## src/verilog/fnd_params.svh

```systemverilog
// constants for the fractional-n divider control block
// assumes a 32-bit apb slave and a 100 MHz pclk standing for the vco edge
`ifndef FND_PARAMS_SVH
`define FND_PARAMS_SVH

// register byte addresses
`define FND_ADDR_CTRL 12'h000
`define FND_ADDR_WORD 12'h004
`define FND_ADDR_STATUS 12'h008
`define FND_ADDR_WORKING 12'h00c

// ctrl fields
`define FND_CTRL_EN_BIT 0

// divider word fields
`define FND_A_LSB 0
`define FND_A_MSB 4
`define FND_B_LSB 5
`define FND_B_MSB 17
`define FND_INCR_LSB 18
`define FND_INCR_MSB 21
`define FND_MOD_LSB 22
`define FND_MOD_MSB 26
`define FND_WORD_MSB 26

// status fields
`define FND_ST_ACC_LSB 0
`define FND_ST_ACC_MSB 3
`define FND_ST_PEND_BIT 4
`define FND_ST_EN_BIT 5
`define FND_ST_PLUS_BIT 6

// reset values: a=0, b=31, increment 0, modulus 1
`define FND_CTRL_RST 1'h0
`define FND_WORD_RST 27'h04003e0

// prescaler count (cycles minus one) and largest modulus
`define FND_PRE_LOW 6'h1f
`define FND_MOD_MAX 5'h10

`endif

```

## src/verilog/fnd_pkg.sv

```systemverilog
// types shared by the fractional-n divider control files
// assumes fnd_params.svh supplies the numeric constants
package fnd_pkg;

  // divider word as held pending and working
  typedef struct packed {
    logic [4:0] fraction_modulus;
    logic [3:0] fractional_increment;
    logic [12:0] b_count;
    logic [4:0] a_count;
  } fnd_word_t;

  // strobes and levels toward prescaler and phase detector
  typedef struct packed {
    logic input_stage_en;
    logic modulus_33;
    logic sync;
    logic pd_pulse;
  } fnd_div_out_t;

endpackage : fnd_pkg

```

## src/verilog/fnd_accum.sv

```systemverilog
// modulo fractional accumulator stepped once per divider cycle
// assumes increment below modulus and modulus 1..16, checked by the caller
`timescale 1ns/10ps
module fnd_accum #(
  parameter int ACC_W = 4,
  parameter int MOD_W = 5
) (
  input wire logic pclk,
  input wire logic presetn,
  input wire logic step,
  input wire logic clr,
  input wire logic [ACC_W-1:0] incr,
  input wire logic [MOD_W-1:0] modulus,
  output logic [ACC_W-1:0] acc_q,
  output logic carry_q
);
  import fnd_pkg::*;

  ////////////////////////////////////////////////////////////////////////
  logic [MOD_W-1:0] sum_w;
  logic ovf_w;
  logic [MOD_W-1:0] wrap_w;
  logic [ACC_W-1:0] acc_d;
  logic carry_d;

  assign sum_w = MOD_W'(acc_q) + MOD_W'(incr); // [RULE5] [RULE7]
  assign ovf_w = (sum_w >= modulus); // [RULE6]
  assign wrap_w = ovf_w ? (sum_w - modulus) : sum_w; // [RULE5]
  // clear wins over the step so a fresh word always restarts at zero
  assign acc_d = clr ? '0 : (step ? ACC_W'(wrap_w) : acc_q); // [RULE14]
  assign carry_d = clr ? 1'b0 : (step ? ovf_w : carry_q); // [RULE6]

  always_ff @(posedge pclk or negedge presetn) begin
    if (!presetn) begin
      acc_q <= '0;
      carry_q <= 1'b0;
    end else begin
      acc_q <= acc_d;
      carry_q <= carry_d;
    end
  end

  ////////////////////////////////////////////////////////////////////////
  property p_acc_below_mod;
    @(posedge pclk) disable iff (!presetn)
    MOD_W'(acc_q) < modulus || modulus == '0;
  endproperty
  a_acc_below_mod: assert property (p_acc_below_mod) // [RULE4]
    else $error("accumulator not below modulus");

  property p_step_wraps;
    @(posedge pclk) disable iff (!presetn)
    (step && !clr) |=> MOD_W'(acc_q) ==
      (($past(sum_w) >= $past(modulus)) ? $past(sum_w) - $past(modulus)
                                        : $past(sum_w));
  endproperty
  a_step_wraps: assert property (p_step_wraps) // [RULE5]
    else $error("accumulator step not modulo");

  property p_carry_on_ovf;
    @(posedge pclk) disable iff (!presetn)
    (step && !clr) |=> carry_q == ($past(sum_w) >= $past(modulus));
  endproperty
  a_carry_on_ovf: assert property (p_carry_on_ovf) // [RULE6]
    else $error("carry does not match overflow");

  property p_zero_incr_holds;
    @(posedge pclk) disable iff (!presetn)
    (incr == '0 && acc_q == '0 && !carry_q) |=> (acc_q == '0 && !carry_q);
  endproperty
  a_zero_incr_holds: assert property (p_zero_incr_holds) // [RULE8]
    else $error("integer channel left zero");

  property p_clr_zero;
    @(posedge pclk) disable iff (!presetn)
    clr |=> (acc_q == '0 && !carry_q);
  endproperty
  a_clr_zero: assert property (p_clr_zero) // [RULE14]
    else $error("accumulator not cleared on load");

endmodule : fnd_accum

```

## src/verilog/fnd_top.sv

```systemverilog
// fractional-n main divider control with apb register access
// assumes pclk stands in for the vco edge; latch strobe is an async pin
//
// Overview of operation
// [RULE1] a pending word moves to the working registers only at sync.
// [RULE2] terminal count raises sync and one phase detector pulse together.
// [RULE3] the word loads only if the latch strobe is high at sync.
// [RULE4] increment must be below modulus and modulus within 1 to 16.
// [RULE5] each divider cycle end adds the increment modulo the modulus.
// [RULE6] an overflow makes the next cycle divide by n+1, else by n.
// [RULE7] increment 3 modulus 8 steps 3,6,1,4,7,2,5,0 with carries on 1,2,0.
// [RULE8] a zero increment keeps the accumulator at zero, dividing by n.
// [RULE9] accumulator contents feed the compensation output each cycle.
// [RULE10] prescaler runs 33 while a counts, then 32 until b ends.
// [RULE11] software keeps a no larger than b; total is 32(b-a)+33a.
// [RULE12] the input stage runs only while the enable bit is one.
// [RULE13] increment is a 4-bit field and modulus a 5-bit field.
// [RULE14] the accumulator clears on reset and on each word load.
`timescale 1ns/10ps
`include "fnd_params.svh"
module fnd_top #(
  parameter int ADDR_W = 12
) (
  input wire logic pclk,
  input wire logic presetn,
  input wire logic psel,
  input wire logic penable,
  input wire logic pwrite,
  input wire logic [ADDR_W-1:0] paddr,
  input wire logic [31:0] pwdata,
  output logic [31:0] prdata,
  output logic pready,
  output logic pslverr,
  input wire logic latch_strobe,
  output fnd_pkg::fnd_div_out_t div_out,
  output logic [3:0] proportional_pump_output
);
  import fnd_pkg::*;

  ////////////////////////////////////////////////////////////////////////
  // apb slave: one wait state; a write lands at the last edge, read data is registered one edge earlier with pready
  logic pready_q;
  logic [31:0] prdata_q;
  logic pslverr_q;
  logic main_divider_enable_q;
  fnd_word_t pend_q;
  fnd_word_t work_q;
  logic pend_valid_q;
  logic [3:0] acc_w;
  logic plus_one_w;
  logic [31:0] rd_mux;
  logic addr_ok;
  logic acc_done;
  logic wr_done;

  assign acc_done = psel && penable && pready_q;
  assign wr_done = acc_done && pwrite && !pslverr_q;
  assign addr_ok = (paddr == `FND_ADDR_CTRL) || (paddr == `FND_ADDR_WORD) ||
                   (paddr == `FND_ADDR_STATUS) ||
                   (paddr == `FND_ADDR_WORKING);

  assign rd_mux =
    (paddr == `FND_ADDR_CTRL) ? {31'h0, main_divider_enable_q} :
    (paddr == `FND_ADDR_WORD) ? {5'h0, pend_q} :
    (paddr == `FND_ADDR_STATUS) ?
      {25'h0, plus_one_w, main_divider_enable_q, pend_valid_q, acc_w} :
    (paddr == `FND_ADDR_WORKING) ? {5'h0, work_q} : 32'h0;

  always_ff @(posedge pclk or negedge presetn) begin
    if (!presetn) begin
      pready_q <= 1'b0;
      prdata_q <= 32'h0;
      pslverr_q <= 1'b0;
    end else begin
      pready_q <= psel && penable && !pready_q;
      prdata_q <= (psel && !pwrite) ? rd_mux : 32'h0;
      pslverr_q <= psel && penable && !pready_q && !addr_ok;
    end
  end

  assign prdata = prdata_q;
  assign pready = pready_q;
  assign pslverr = pslverr_q;

  ////////////////////////////////////////////////////////////////////////
  // latch strobe: three stages, level moves once stages two and three agree
  logic [2:0] stb_sync_q;
  logic strobe_level_q;

  always_ff @(posedge pclk or negedge presetn) begin
    if (!presetn) begin
      stb_sync_q <= 3'h0;
      strobe_level_q <= 1'b0;
    end else begin
      stb_sync_q <= {stb_sync_q[1:0], latch_strobe};
      if (stb_sync_q[1] == stb_sync_q[2]) begin
        strobe_level_q <= stb_sync_q[2];
      end
    end
  end

  ////////////////////////////////////////////////////////////////////////
  // divider counters
  logic [5:0] pre_cnt_q;
  logic [12:0] b_cnt_q;
  logic in_a_w;
  logic b_last_w;
  logic [5:0] pre_top_w;
  logic pre_last_w;
  logic term_w;
  logic load_w;

  assign in_a_w = ({8'h0, work_q.a_count} > b_cnt_q); // [RULE10] [RULE11]
  // b of zero is out of range; it is then treated as one prescaler cycle
  assign b_last_w = (14'(b_cnt_q) + 14'h1 >= 14'(work_q.b_count)); // [RULE10]
  // the extra vco cycle of an n+1 division is swallowed in the last cycle
  assign pre_top_w = `FND_PRE_LOW + 6'(in_a_w) +
                     6'(plus_one_w && b_last_w); // [RULE6] [RULE10]
  assign pre_last_w = (pre_cnt_q >= pre_top_w);
  assign term_w = main_divider_enable_q && pre_last_w && b_last_w; // [RULE2]
  assign load_w = term_w && strobe_level_q && pend_valid_q; // [RULE1] [RULE3]

  always_ff @(posedge pclk or negedge presetn) begin
    if (!presetn) begin
      pre_cnt_q <= 6'h0;
      b_cnt_q <= 13'h0;
    end else if (!main_divider_enable_q) begin
      pre_cnt_q <= 6'h0; // [RULE12]
      b_cnt_q <= 13'h0;
    end else if (pre_last_w) begin
      pre_cnt_q <= 6'h0;
      b_cnt_q <= b_last_w ? 13'h0 : b_cnt_q + 13'h1; // [RULE10]
    end else begin
      pre_cnt_q <= pre_cnt_q + 6'h1;
    end
  end

  ////////////////////////////////////////////////////////////////////////
  // registers: pending word, its flag, and working copy
  fnd_word_t wdata_w;

  assign wdata_w = fnd_word_t'(pwdata[`FND_WORD_MSB:0]); // [RULE13]

  always_ff @(posedge pclk or negedge presetn) begin
    if (!presetn) begin
      main_divider_enable_q <= `FND_CTRL_RST;
      pend_q <= fnd_word_t'(`FND_WORD_RST);
      work_q <= fnd_word_t'(`FND_WORD_RST);
      pend_valid_q <= 1'b0;
    end else begin
      if (wr_done && paddr == `FND_ADDR_CTRL) begin
        main_divider_enable_q <= pwdata[`FND_CTRL_EN_BIT]; // [RULE12]
      end
      if (wr_done && paddr == `FND_ADDR_WORD) begin
        pend_q <= wdata_w;
      end
      // a write in the load cycle keeps the flag set for the new word
      if (wr_done && paddr == `FND_ADDR_WORD) begin
        pend_valid_q <= 1'b1;
      end else if (load_w) begin
        pend_valid_q <= 1'b0;
      end
      if (load_w) begin
        work_q <= pend_q; // [RULE1] [RULE3]
      end
    end
  end

  ////////////////////////////////////////////////////////////////////////
  // fractional accumulator; an illegal pair falls back to an integer channel
  logic frac_ok_w;
  logic [3:0] incr_eff_w;
  logic [4:0] mod_eff_w;

  assign frac_ok_w = (work_q.fraction_modulus != 5'h0) &&
                     (work_q.fraction_modulus <= `FND_MOD_MAX) &&
                     ({1'b0, work_q.fractional_increment} <
                      work_q.fraction_modulus); // [RULE4]
  assign incr_eff_w = frac_ok_w ? work_q.fractional_increment : 4'h0;
  assign mod_eff_w = frac_ok_w ? work_q.fraction_modulus : 5'h1; // [RULE8]

  fnd_accum #(
    .ACC_W(4),
    .MOD_W(5)
  ) u_accum (
    .pclk(pclk),
    .presetn(presetn),
    .step(term_w), // [RULE5]
    .clr(load_w), // [RULE14]
    .incr(incr_eff_w),
    .modulus(mod_eff_w),
    .acc_q(acc_w),
    .carry_q(plus_one_w)
  );

  ////////////////////////////////////////////////////////////////////////
  // outputs, all registered
  fnd_div_out_t div_out_q;
  logic [3:0] comp_q;

  always_ff @(posedge pclk or negedge presetn) begin
    if (!presetn) begin
      div_out_q <= '0;
      comp_q <= 4'h0;
    end else begin
      div_out_q.input_stage_en <= main_divider_enable_q; // [RULE12]
      div_out_q.modulus_33 <= main_divider_enable_q && in_a_w; // [RULE10]
      div_out_q.sync <= term_w; // [RULE2]
      div_out_q.pd_pulse <= term_w; // [RULE2]
      comp_q <= acc_w; // [RULE9]
    end
  end

  assign div_out = div_out_q;
  assign proportional_pump_output = comp_q;

  ////////////////////////////////////////////////////////////////////////
  property p_load_at_sync;
    @(posedge pclk) disable iff (!presetn)
    (work_q != $past(work_q)) |-> $past(term_w);
  endproperty
  a_load_at_sync: assert property (p_load_at_sync) // [RULE1]
    else $error("working word changed away from terminal count");

  property p_sync_with_pulse;
    @(posedge pclk) disable iff (!presetn)
    term_w |=> (div_out_q.sync && div_out_q.pd_pulse);
  endproperty
  a_sync_with_pulse: assert property (p_sync_with_pulse) // [RULE2]
    else $error("sync and phase detector pulse not together");

  property p_load_needs_strobe;
    @(posedge pclk) disable iff (!presetn)
    (work_q != $past(work_q)) |-> $past(strobe_level_q);
  endproperty
  a_load_needs_strobe: assert property (p_load_needs_strobe) // [RULE3]
    else $error("word loaded without latch strobe");

  property p_comp_tracks;
    @(posedge pclk) disable iff (!presetn)
    term_w |-> ##2 (comp_q == $past(acc_w, 1));
  endproperty
  a_comp_tracks: assert property (p_comp_tracks) // [RULE9]
    else $error("compensation does not follow accumulator");

  property p_a_phase_33;
    @(posedge pclk) disable iff (!presetn)
    (main_divider_enable_q && b_cnt_q == 13'h0 && work_q.a_count != 5'h0)
      |=> div_out_q.modulus_33;
  endproperty
  a_a_phase_33: assert property (p_a_phase_33) // [RULE10]
    else $error("prescaler not at 33 during a phase");

  property p_disabled_quiet;
    @(posedge pclk) disable iff (!presetn)
    !main_divider_enable_q [*2] |=> (!div_out_q.input_stage_en &&
                                     !div_out_q.sync);
  endproperty
  a_disabled_quiet: assert property (p_disabled_quiet) // [RULE12]
    else $error("input stage active while disabled");

endmodule : fnd_top

```

## config.mk

```make
export PLATFORM = sky130hd
export DESIGN_NAME = fnd_top
export DESIGN_NICKNAME = d
export VERILOG_FILES = /design/src/verilog/fnd_pkg.sv /design/src/verilog/fnd_accum.sv /design/src/verilog/fnd_top.sv
export VERILOG_INCLUDE_DIRS = /design/src /design/src/verilog
export SDC_FILE = /design/constraint.sdc
export NUM_CORES = 1
export LEC_CHECK = 0
export ABC_CLOCK_PERIOD_IN_PS = 5550
export BUFFER_PORTS_ARGS = -buffer_cell sky130_fd_sc_hd__buf_4
export CAP_MARGIN = 30
export CORE_ASPECT_RATIO = 0.75
export CORE_MARGIN = 2
export CORE_UTILIZATION = 57
export CTS_CLUSTER_DIAMETER = 120
export DETAILED_ROUTE_END_ITERATION = 8
export PLACE_DENSITY = 0.88
export REMOVE_ABC_BUFFERS = 1
export SKIP_LAST_GASP = 1
export SLEW_MARGIN = 30
export SYNTH_ARGS = -nofsm -noshare
export SYNTH_HDL_FRONTEND = slang
export SYNTH_SLANG_ARGS = --single-unit
```

## constraint.sdc

```tcl
create_clock -name pclk -period 5.55 [get_ports pclk]
set_input_delay 0.2775 -clock pclk [delete_from_list [all_inputs] [get_ports pclk]]
set_output_delay 0.2775 -clock pclk [all_outputs]
set_load 0.005 [all_outputs]
```

* Yosys cells after proc, flatten, opt, wreduce, memory -nomap -nowiden *
Cells that the tools add are included.

storage, ports and cells
  register bits = 120
  bits of input ports = 50
  output and inout port bits = 42

cells by class
  reduce and logical (&&, ||, !) cells = 28
  add/subtract/negate cells = 7
  equality and inequality tests = 5
  mux-type cells = 19
  order comparisons = 6

operators with widths
  kind                                                              count
  27-bit two-way mux                                                5
  13-bit two-way mux                                                3
  12-bit by 4-bit == test with 1-bit output, second input constant  2
  1-bit logical AND                                                 17
  4-bit two-way mux                                                 4
  13-bit by 1-bit adder with 14-bit output, second input constant   1
  14-bit by 13-bit >= comparator with 1-bit output                  1
  13-bit by 1-bit adder with 13-bit output, second input constant   1
  5-bit by 13-bit greater-than comparator with 1-bit output         1
  12-bit by 3-bit == test with 1-bit output, second input constant  1
  12-bit logical NOT                                                1
  6-bit two-way mux                                                 2
  5-bit by 1-bit adder with 6-bit output, first input constant      1
  6-bit by 1-bit adder with 6-bit output                            1
  6-bit by 1-bit adder with 6-bit output, second input constant     1
  6-bit >= comparator                                               1
  4-bit by 4-bit adder with 5-bit output                            1
  5-bit >= comparator                                               1
  5-bit less-or-equal comparator, second input constant             1
  4-bit by 5-bit < comparator with 1-bit output                     1
  5-bit two-way mux                                                 1
  5-bit nonzero test                                                1
  1-bit logical NOT                                                 4
  1-bit two-way mux                                                 4
  other kinds (5)                                                   8

* Logic depth before layout (Yosys ltp) *
Gate-level depths: netlist of the first run.

  word-level depth = 11
  gate-level depth with buffers = 24
  depth with buffers taken out = 21

* Cells and area by module *
A second synthesis of the first run with hierarchy kept.

second synthesis, totals
  cell total of the unflattened synthesis = 523
  area, all modules = 6077.1 µm²

by module, submodules not included
  module     cells each  area an instance (µm²)  times used
  fnd_top    459         5519.0                  1
  fnd_accum  64          558.0                   1

* Worst setup path before layout of the first run *
No wires, ideal clock.

  kind = register to register
  start = register b_cnt_q[0]
  end = register work_q[0] in the netlist's numbering
  arrival time = 4.752 ns
  path slack = 0.673 ns
  period minus slack after synthesis = 4.877 ns
  stages on the path, launching flop included = 24
  library setup time = 0.125 ns
  path through = dfrtp_1 ha_1 and3_1 and3_1 clkbuf_1 nand3_1 xnor2_1 ha_1 a211o_1 a21oi_1 o21ai_0 a311o_1 buf_6 nand2_1 ha_1 inv_1 ha_1 nand2_1 o21ai_1 a221o_1 nand2_2 nor3_4 buf_6 mux2_4

between the ends
  word-level cells in the longest chain between the ends = 9
  elaborated cells on any way between the ends = 11
  classes of those cells = 3 x add/sub; 3 x order compare; 5 x reduce/logical

RTL lines
  item                                              RTL line        text
  from (decl)                                       fnd_top.sv:105  logic [12:0] b_cnt_q;
  from (signal assigned)                            fnd_top.sv:132  b_cnt_q <= b_last_w ? 13'h0 : b_cnt_q + 13'h1;
  13-bit by 1-bit adder with 14-bit output          fnd_top.sv:115  assign b_last_w = (14'(b_cnt_q) + 14'h1 >= 14'(work_q.b_count));
  14-bit by 13-bit >= comparator with 1-bit output  fnd_top.sv:115
  1-bit logical AND                                 fnd_top.sv:118  6'(plus_one_w && b_last_w);
  6-bit by 1-bit adder with 6-bit output (no line)  -
  6-bit >= comparator                               fnd_top.sv:119  assign pre_last_w = (pre_cnt_q >= pre_top_w);
  1-bit logical AND                                 fnd_top.sv:120  assign term_w = main_divider_enable_q && pre_last_w && b_last_w;
  1-bit logical AND (*)                             fnd_top.sv:120
  1-bit logical AND (*) (2 in a row)                fnd_top.sv:121  assign load_w = term_w && strobe_level_q && pend_valid_q;
  to (signal assigned)                              fnd_top.sv:148  work_q <= fnd_word_t'(`FND_WORD_RST);
  to (signal assigned)                              fnd_top.sv:164  work_q <= pend_q;
  to (decl)                                         fnd_top.sv:47   fnd_word_t work_q;

Mark *: on every way between the ends. The rest lies on a longest branch, timed or not.
A chain may end at the register's enable or synchronous reset.

* Worst setup path in the final report of the first run *
  start = register b_cnt_q[0]
  end = register work_q[3] in the netlist's numbering

The elaborated chain is that of the path after synthesis.

==> results by group, run 1 <==
Power and ir drop
  • Peak VDD IR: 252 uV
  • Pwr dens: 289 nW/um2
  • Static Leak: 0.00365 uW

Die
  • Die H: 93.7 um
  • Core area: 10400 um2
  • IO Count: 92
  • Num rows: 32
  • Initial Util: 59.0%
  • Die Span X: 124 um
  • Die Area: 11600 um2

Timing
  • Fin Setup TNS: 0 ns
  • Setup Viol. Count Final: 0
  • Final Hold Vio Count: 0
  • Worst setup margin: 0.210 ns
  • Max Freq: 187 MHz
  • Final worst-path cycle share: 96.2%
  • Final Skew: 0.0100 ns
  • Minimum clock period after layout: 5.34 ns
  • Least-Margin Pin Slew: 0.832 ns
  • Worst slew margin: 44.5%
  • Final Max Tran Viols: 0

Detailed routing
  • Vias: 4397
  • DRT antenna net count: 0
  • Final WL: 14.3 mm
  • Drt via density: 5.85
  • Number of remaining DRC errors: 0
  • Drt wl/cell: 19.0 um
  • Initial DRT Pass Iterations: 5
  • Initial drt markers: 317

Hold path
  • Hold_sp: pwdata[6]
  • Hold path depth: 2
  • Worst Hold Class: in2reg
  • WHS Endpoint: pend_q[6]

Final layout
  • Area Growth Syn to Fin: 22.7%
  • Share of cells above drive strength 1: 34.1%
  • Core Util, Final: 72.4%
  • Antenna cells: 0
  • Post-route design area: 7510 um2
  • Layout net count: 694
  • Number of fillers in the final layout: 669

Logic synthesis
  • Cell count after synthesis: 514
  • Cell type with the largest total area after synthesis: dfrtp_1
  • Synth unique cells: 59
  • Post-synthesis cell area: 6120 um2
  • Syn avg cell area: 11.9 um2
  • Synth Flop Type: dfrtp_1
  • Synthesis Warnings: 0
  • FFs w/ async S/R, synth: 100%
  • Most common cell in the netlist: dfrtp_1
  • EDFF count, synth: 0
  • Yosys top cell area share: 44.2%
  • Seq/Total Area, Yosys: 49.3%
  • Synth cell count leaders: dfrtp_1 (108), nor2_1 (47), mux2_2 (44)
  • Ranking of synthesized cells by area: dfrtp_1 (44%), mux2_2 (8.1%), ha_1 (8.0%), dfstp_2 (5.2%), mux2_4 (4.9%)
  • Post-synthesis register bit count: 120

Worst setup path
  • Crit path kind: reg2reg
  • Reg2Reg Launch Point: b_cnt_q[0]
  • CP Launch Type: register
  • R2R cell count: 21
  • Critical Path AT: 5.63 ns
  • Worst reg2reg path endpoint: work_q[3]
  • Crit path required time: 5.84 ns
  • CP Capture Type: register
  • Worst Path Max Fanout: 14
  • R2R Setup Slk: 0.21 ns

Placed design
  • Routability congestion estimate: 0.859
  • Placed cell area: 6820 um2
  • Dpl ws: 0.278 ns
  • Port buffer count: 81
  • Hpwl dp: 9.37 mm

Global route
  • Pin count of the biggest net entering global routing: 63
  • Vias in the first global route: 4683
  • Tot GR Track Use: 26.2%
  • First-pass GRT wire length: 22.9 mm
  • Initial antenna violation count: 0
  • Total congestion overflow: 0

Clock tree
  • Total CTS buffers: 17
  • Clk root buf: clkbuf_16
  • Clock Latency Late Sink: 0.42 ns
  • Htree depth: 4
  • Worst-path clk slew: 0.05 ns
  • TritonCTS Sinks: 120
  • Max Root-Sink Buffers: 2
  • TritonCTS clock tree: built

Outcome
  • Status: finished, final reports clean

Flow run
  • Max-cap violations: 0
[kinds of logic after synthesis]
kind of cell | after synthesis | share of synthesized area [%]
xor+xnor | 18 | 2.58
compound gates | 84 | 10.4
buf+inv | 56 | 4.39
other cells | 1 | 0.0613
simple gates | 126 | 10.8
mux | 67 | 13.7
fa+ha+maj | 42 | 8.79
flops | 120 | 49.3
[area by class of cell]
cell class	count	area, um2	share of cell area (%)
Multi-Input combinational cell	342	2860	38.0
Tap cell	136	170	2.27
Inverter	32	120	1.60
Sequential cell	120	3020	40.2
Timing Repair Buffer	90	688	9.16
Clock inverter	9	195	2.60
Clock buffer	22	464	6.18
[registers in the layout, summed over array words and instances, names as in the netlist, 3 cells and up]
register	flops
u_accum.acc_q	4
work_q	27
pend_q	27
proportional_pump_output	4
div_out	3
pre_cnt_q	6
b_cnt_q	13
prdata	27
stb_sync_q	3
[report_power, final]
group / internal, uW / leakage [uW] / switching (uW)
combinational: 25.3 / 0.00171 / 31.7
clock: 860 / 0.000324 / 371
sequential: 879 / 0.00162 / 2.26
total: 1760 / 0.00365 / 405
[cell usage in the layout (no fill, tap or decap), drive strengths merged, types with 2 or more instances in the layout]
master       Yosys  final
or4              2      2
ha              39     39
o211ai           2      2
nor4             5      5
o21a             2      2
and3             7      7
and4             2      2
nand2b           5      5
a221o            4      4
fa               2      2
nand3            9      9
mux2i            2      2
a22o             7      7
nor3             6      6
xnor2           11     11
a22oi           26     26
or2              4      4
clkinv           0      3
buf             13     88
a21o             8      8
nand2           15     15
nor2b           10     10
nand4            7      7
xor2             7      7
conb             1      5
o31ai            2      2
dfrtp          108    108
dlygate4sd3      0      2
nor2            50     50
mux2            64     64
dfstp           12     12
clkbuf          11     22
a211oi           2      2
o21ai            6      6
inv             32     32
o2bb2ai          4      4
a21oi           12     12
bufinv           0      6
[per-stage QoR]
stage | total power, uW | hold WS [ns] | cells
floorplan | 903 | -0.0181 | 494
global placement | 950 | 0.337 | 717
detailed placement | 952 | 0.351 | 717
CTS | 2180 | 0.0856 | 750
global route | 2230 | 0.0773 | 751
finish | 2170 | 0.0912 | 751
[worst max-delay path by stage]
stage	startpoint	end	slack, ns
after floorplan	b_cnt_q[0]	work_q[10]	0.24
after global placement	b_cnt_q[0]	work_q[3]	0.58
after detailed placement	b_cnt_q[0]	work_q[3]	0.28
after CTS	b_cnt_q[0]	work_q[3]	0.17
after global routing	b_cnt_q[0]	work_q[3]	-0.008
final	b_cnt_q[0]	work_q[3]	0.21
[layer usage]
metal	global-route usage, %	routed length, um	up-vias	part of all wire, %
li1	-	-	2007	-
met1	32.4	6040	2198	42
met2	43.1	7050	163	49
met3	7.83	924	29	6.5
met4	10.1	241	0	1.7
met5	0	0	-	0
[critical path, cell delays in order, from the launching register on]
cell and delay, ns:
dfrtp_1 0.46, ha_1 0.32, and3_1 0.25, and3_2 0.29, nand3_1 0.11, xnor2_1 0.26
ha_1 0.31, a211o_1 0.26, a21oi_1 0.13, o21ai_0 0.19, a311o_1 0.37, nand2_1 0.09
ha_1 0.18, inv_1 0.10, ha_1 0.31, nand2_1 0.05, o21ai_1 0.18, a221o_1 0.27
nand2_2 0.20, nor3_4 0.28, buf_6 0.24, mux2_2 0.36
[timing repair]
action / CTS / global route
hold endpoints to repair: 52 / 0
buffers inserted: 0 / 1
gates resized for setup: 0 / 3
hold buffers: 2 / 0
endpoints found under the setup margin: 0 / 27
No activity file was read; power rests on OpenSTA's default activity.
==> run 2: changes to the inputs <==
==> constraint.sdc (replaced) <==
create_clock -name pclk -period 5.55 [get_ports pclk]
set_input_delay 0.555 -clock pclk [delete_from_list [all_inputs] [get_ports pclk]]
set_output_delay 0.555 -clock pclk [all_outputs]
set_load 0.005 [all_outputs]
==> run 2 against run 1 <==
Compared with the run above:
- die area is the same
- clock power fell by 9.8%
- highest routed layer unchanged
- combinational power down 3%
==> results by group, run 2 (synthesized netlist as in run 1, its figures left out) <==
Outcome
  • Status: finished, final reports clean

Detailed routing
  • Drt via density: 5.96
  • Initial DRT Pass Iterations: 5
  • Number of remaining DRC errors: 0
  • DRT antenna net count: 0
  • Drt wl/cell: 18.9 um
  • Final WL: 14.1 mm
  • Initial drt markers: 413
  • Vias: 4461

Timing
  • Final Hold Vio Count: 0
  • Max Freq: 193 MHz
  • Setup Viol. Count Final: 0
  • Minimum clock period after layout: 5.19 ns
  • Final Skew: 0.0104 ns
  • Worst setup margin: 0.359 ns
  • Worst slew margin: 38.8%
  • Final worst-path cycle share: 93.5%
  • Final Max Tran Viols: 0
  • Min Hold Slack: 0.247 ns
  • Least-Margin Pin Slew: 0.918 ns
  • Unrepaired setup endpoints after global routing: yes

Final layout
  • Leading cell types in the layout, fill and taps excluded: dfrtp_1 (108), buf_4 (85), nor2_1 (47)
  • Commonest non-fill, non-tap cell in the layout: dfrtp_1
  • Share of cells above drive strength 1: 34.3%
  • Layout Cells excl Fill: 749
  • Register area: 3020 um2
  • Multi-input gate area: 2860 um2
  • Layout net count: 691
  • Number of fillers in the final layout: 672
  • Area Growth Syn to Fin: 21.3%
  • Antenna cells: 0

Die
  • Die H: 93.7 um
  • Core area: 10400 um2
  • Die Span X: 124 um
  • Initial Util: 59.0%
  • Die Area: 11600 um2
  • Num rows: 32
  • IO Count: 92

Worst setup path
  • R2R cell count: 21
  • Crit path required time: 5.85 ns
  • Critical Path AT: 5.49 ns
  • Worst Path Max Fanout: 14
  • Reg2Reg Launch Point: b_cnt_q[1]
  • CP Launch Type: register
  • R2R Setup Slk: 0.36 ns
  • Worst reg2reg path endpoint: work_q[3]
  • CP Capture Type: register
  • Crit path kind: reg2reg

Clock tree
  • CTS Hold Buffers Added: 0
  • Total CTS buffers: 17
  • Max Root-Sink Buffers: 2
  • TritonCTS clock tree: built
  • Clock Latency Late Sink: 0.42 ns
  • Worst-path clk slew: 0.05 ns
  • Clk root buf: clkbuf_16
  • TritonCTS Sinks: 120
  • Htree depth: 4

Power and ir drop
  • Total Power: 2050 uW
  • Peak VDD IR: 222 uV
  • Static Leak: 0.00361 uW
  • Pwr dens: 276 nW/um2

Placed design
  • Port buffer count: 81
  • Hpwl dp: 9.51 mm
  • Inst Count DP: 717
  • Dpl ws: 0.322 ns
  • Routability congestion estimate: 0.858

Global route
  • Tot GR Track Use: 25.8%
  • Initial antenna violation count: 0
  • Total congestion overflow: 0
  • Vias in the first global route: 4696
  • First-pass GRT wire length: 22.7 mm
  • Pin count of the biggest net entering global routing: 69

Flow run
  • Max-cap violations: 0

Hold path
  • Worst Hold Class: in2async
==> run 2: changes by cell type in the layout (fill, tap and decap cells not counted) <==
cell           previous run  this run
bufinv_16                 6         3
clkinv_2                  3         5
dlygate4sd3_1             2         0
buf_4                    86        85
clkbuf_8                  2         3
clkinvlp_4                0         1
==> run 2: worst max path at each step <==
stage	start	endpoint	slack, ns	cells after the start
3_3_place_gp	b_cnt_q[0]	work_q[3]	0.57	21
6_report	b_cnt_q[1]	work_q[3]	0.36	21
5_1_grt	b_cnt_q[0]	work_q[3]	-0.02	21
4_1_cts	b_cnt_q[0]	work_q[3]	0.27	21
3_5_place_dp	b_cnt_q[0]	work_q[3]	0.32	21
2_1_floorplan	b_cnt_q[0]	work_q[10]	0.24	21
==> run 2: power breakdown <==
group	total [uW]	switching, uW	internal (uW)
Combinational	55.5	31.2	24.3
Clock	1110	376	737
Sequential	882	2.39	879
Total	2050	410	1640
==> run 2: worst max-delay path, cell delays in order, from the launching register on <==
cell and delay [ns]:
dfrtp_1 0.45, ha_1 0.27, and3_1 0.23, and3_2 0.28, nand3_1 0.12, xnor2_1 0.27, ha_1 0.31, a211o_1 0.27
a21oi_1 0.11, o21ai_0 0.15, a311o_1 0.35, nand2_1 0.09, ha_1 0.16, inv_1 0.09, ha_1 0.30, nand2_1 0.05
o21ai_1 0.17, a221o_1 0.31, nand2_2 0.21, nor3_4 0.27, buf_6 0.25, mux2_2 0.35
==> run 2: what timing repair did <==
item                                    CTS  global route
endpoints found under the hold margin     0             0
gates resized for setup                   0             3
setup buffers                             0             0
endpoints found under the setup margin    0            36
==> run 2: final cells by class <==
type	count	share of cell area (%)
repair buffers	87	8.90
clock buffers	23	6.44
multi-input cells	342	38.5
well taps	136	2.29
flip-flops and latches	120	40.6
inverters	32	1.62
clock inverters	9	1.65
==> run 2: per-stage QoR <==
step                utilization, %  area [um2]  TNS (ns)
floorplan                        -        5990         0
global placement              65.7        6820         0
detailed placement            65.7        6820         0
CTS                           71.5        7420         0
global route                  71.6        7430   -0.0325
finish                        71.6        7430         0
==> run 2: layer usage <==
metal / global-route usage, % / share of wire [%] / routed length [um] / vias up
met4: 11.4 / 2.4 / 345 / 0
met3: 5.76 / 5.9 / 831 / 40
met5: 0 / 0 / 0 / -
met1: 31.8 / 43 / 6040 / 2249
met2: 43.4 / 49 / 6900 / 170
li1: - / - / - / 2002
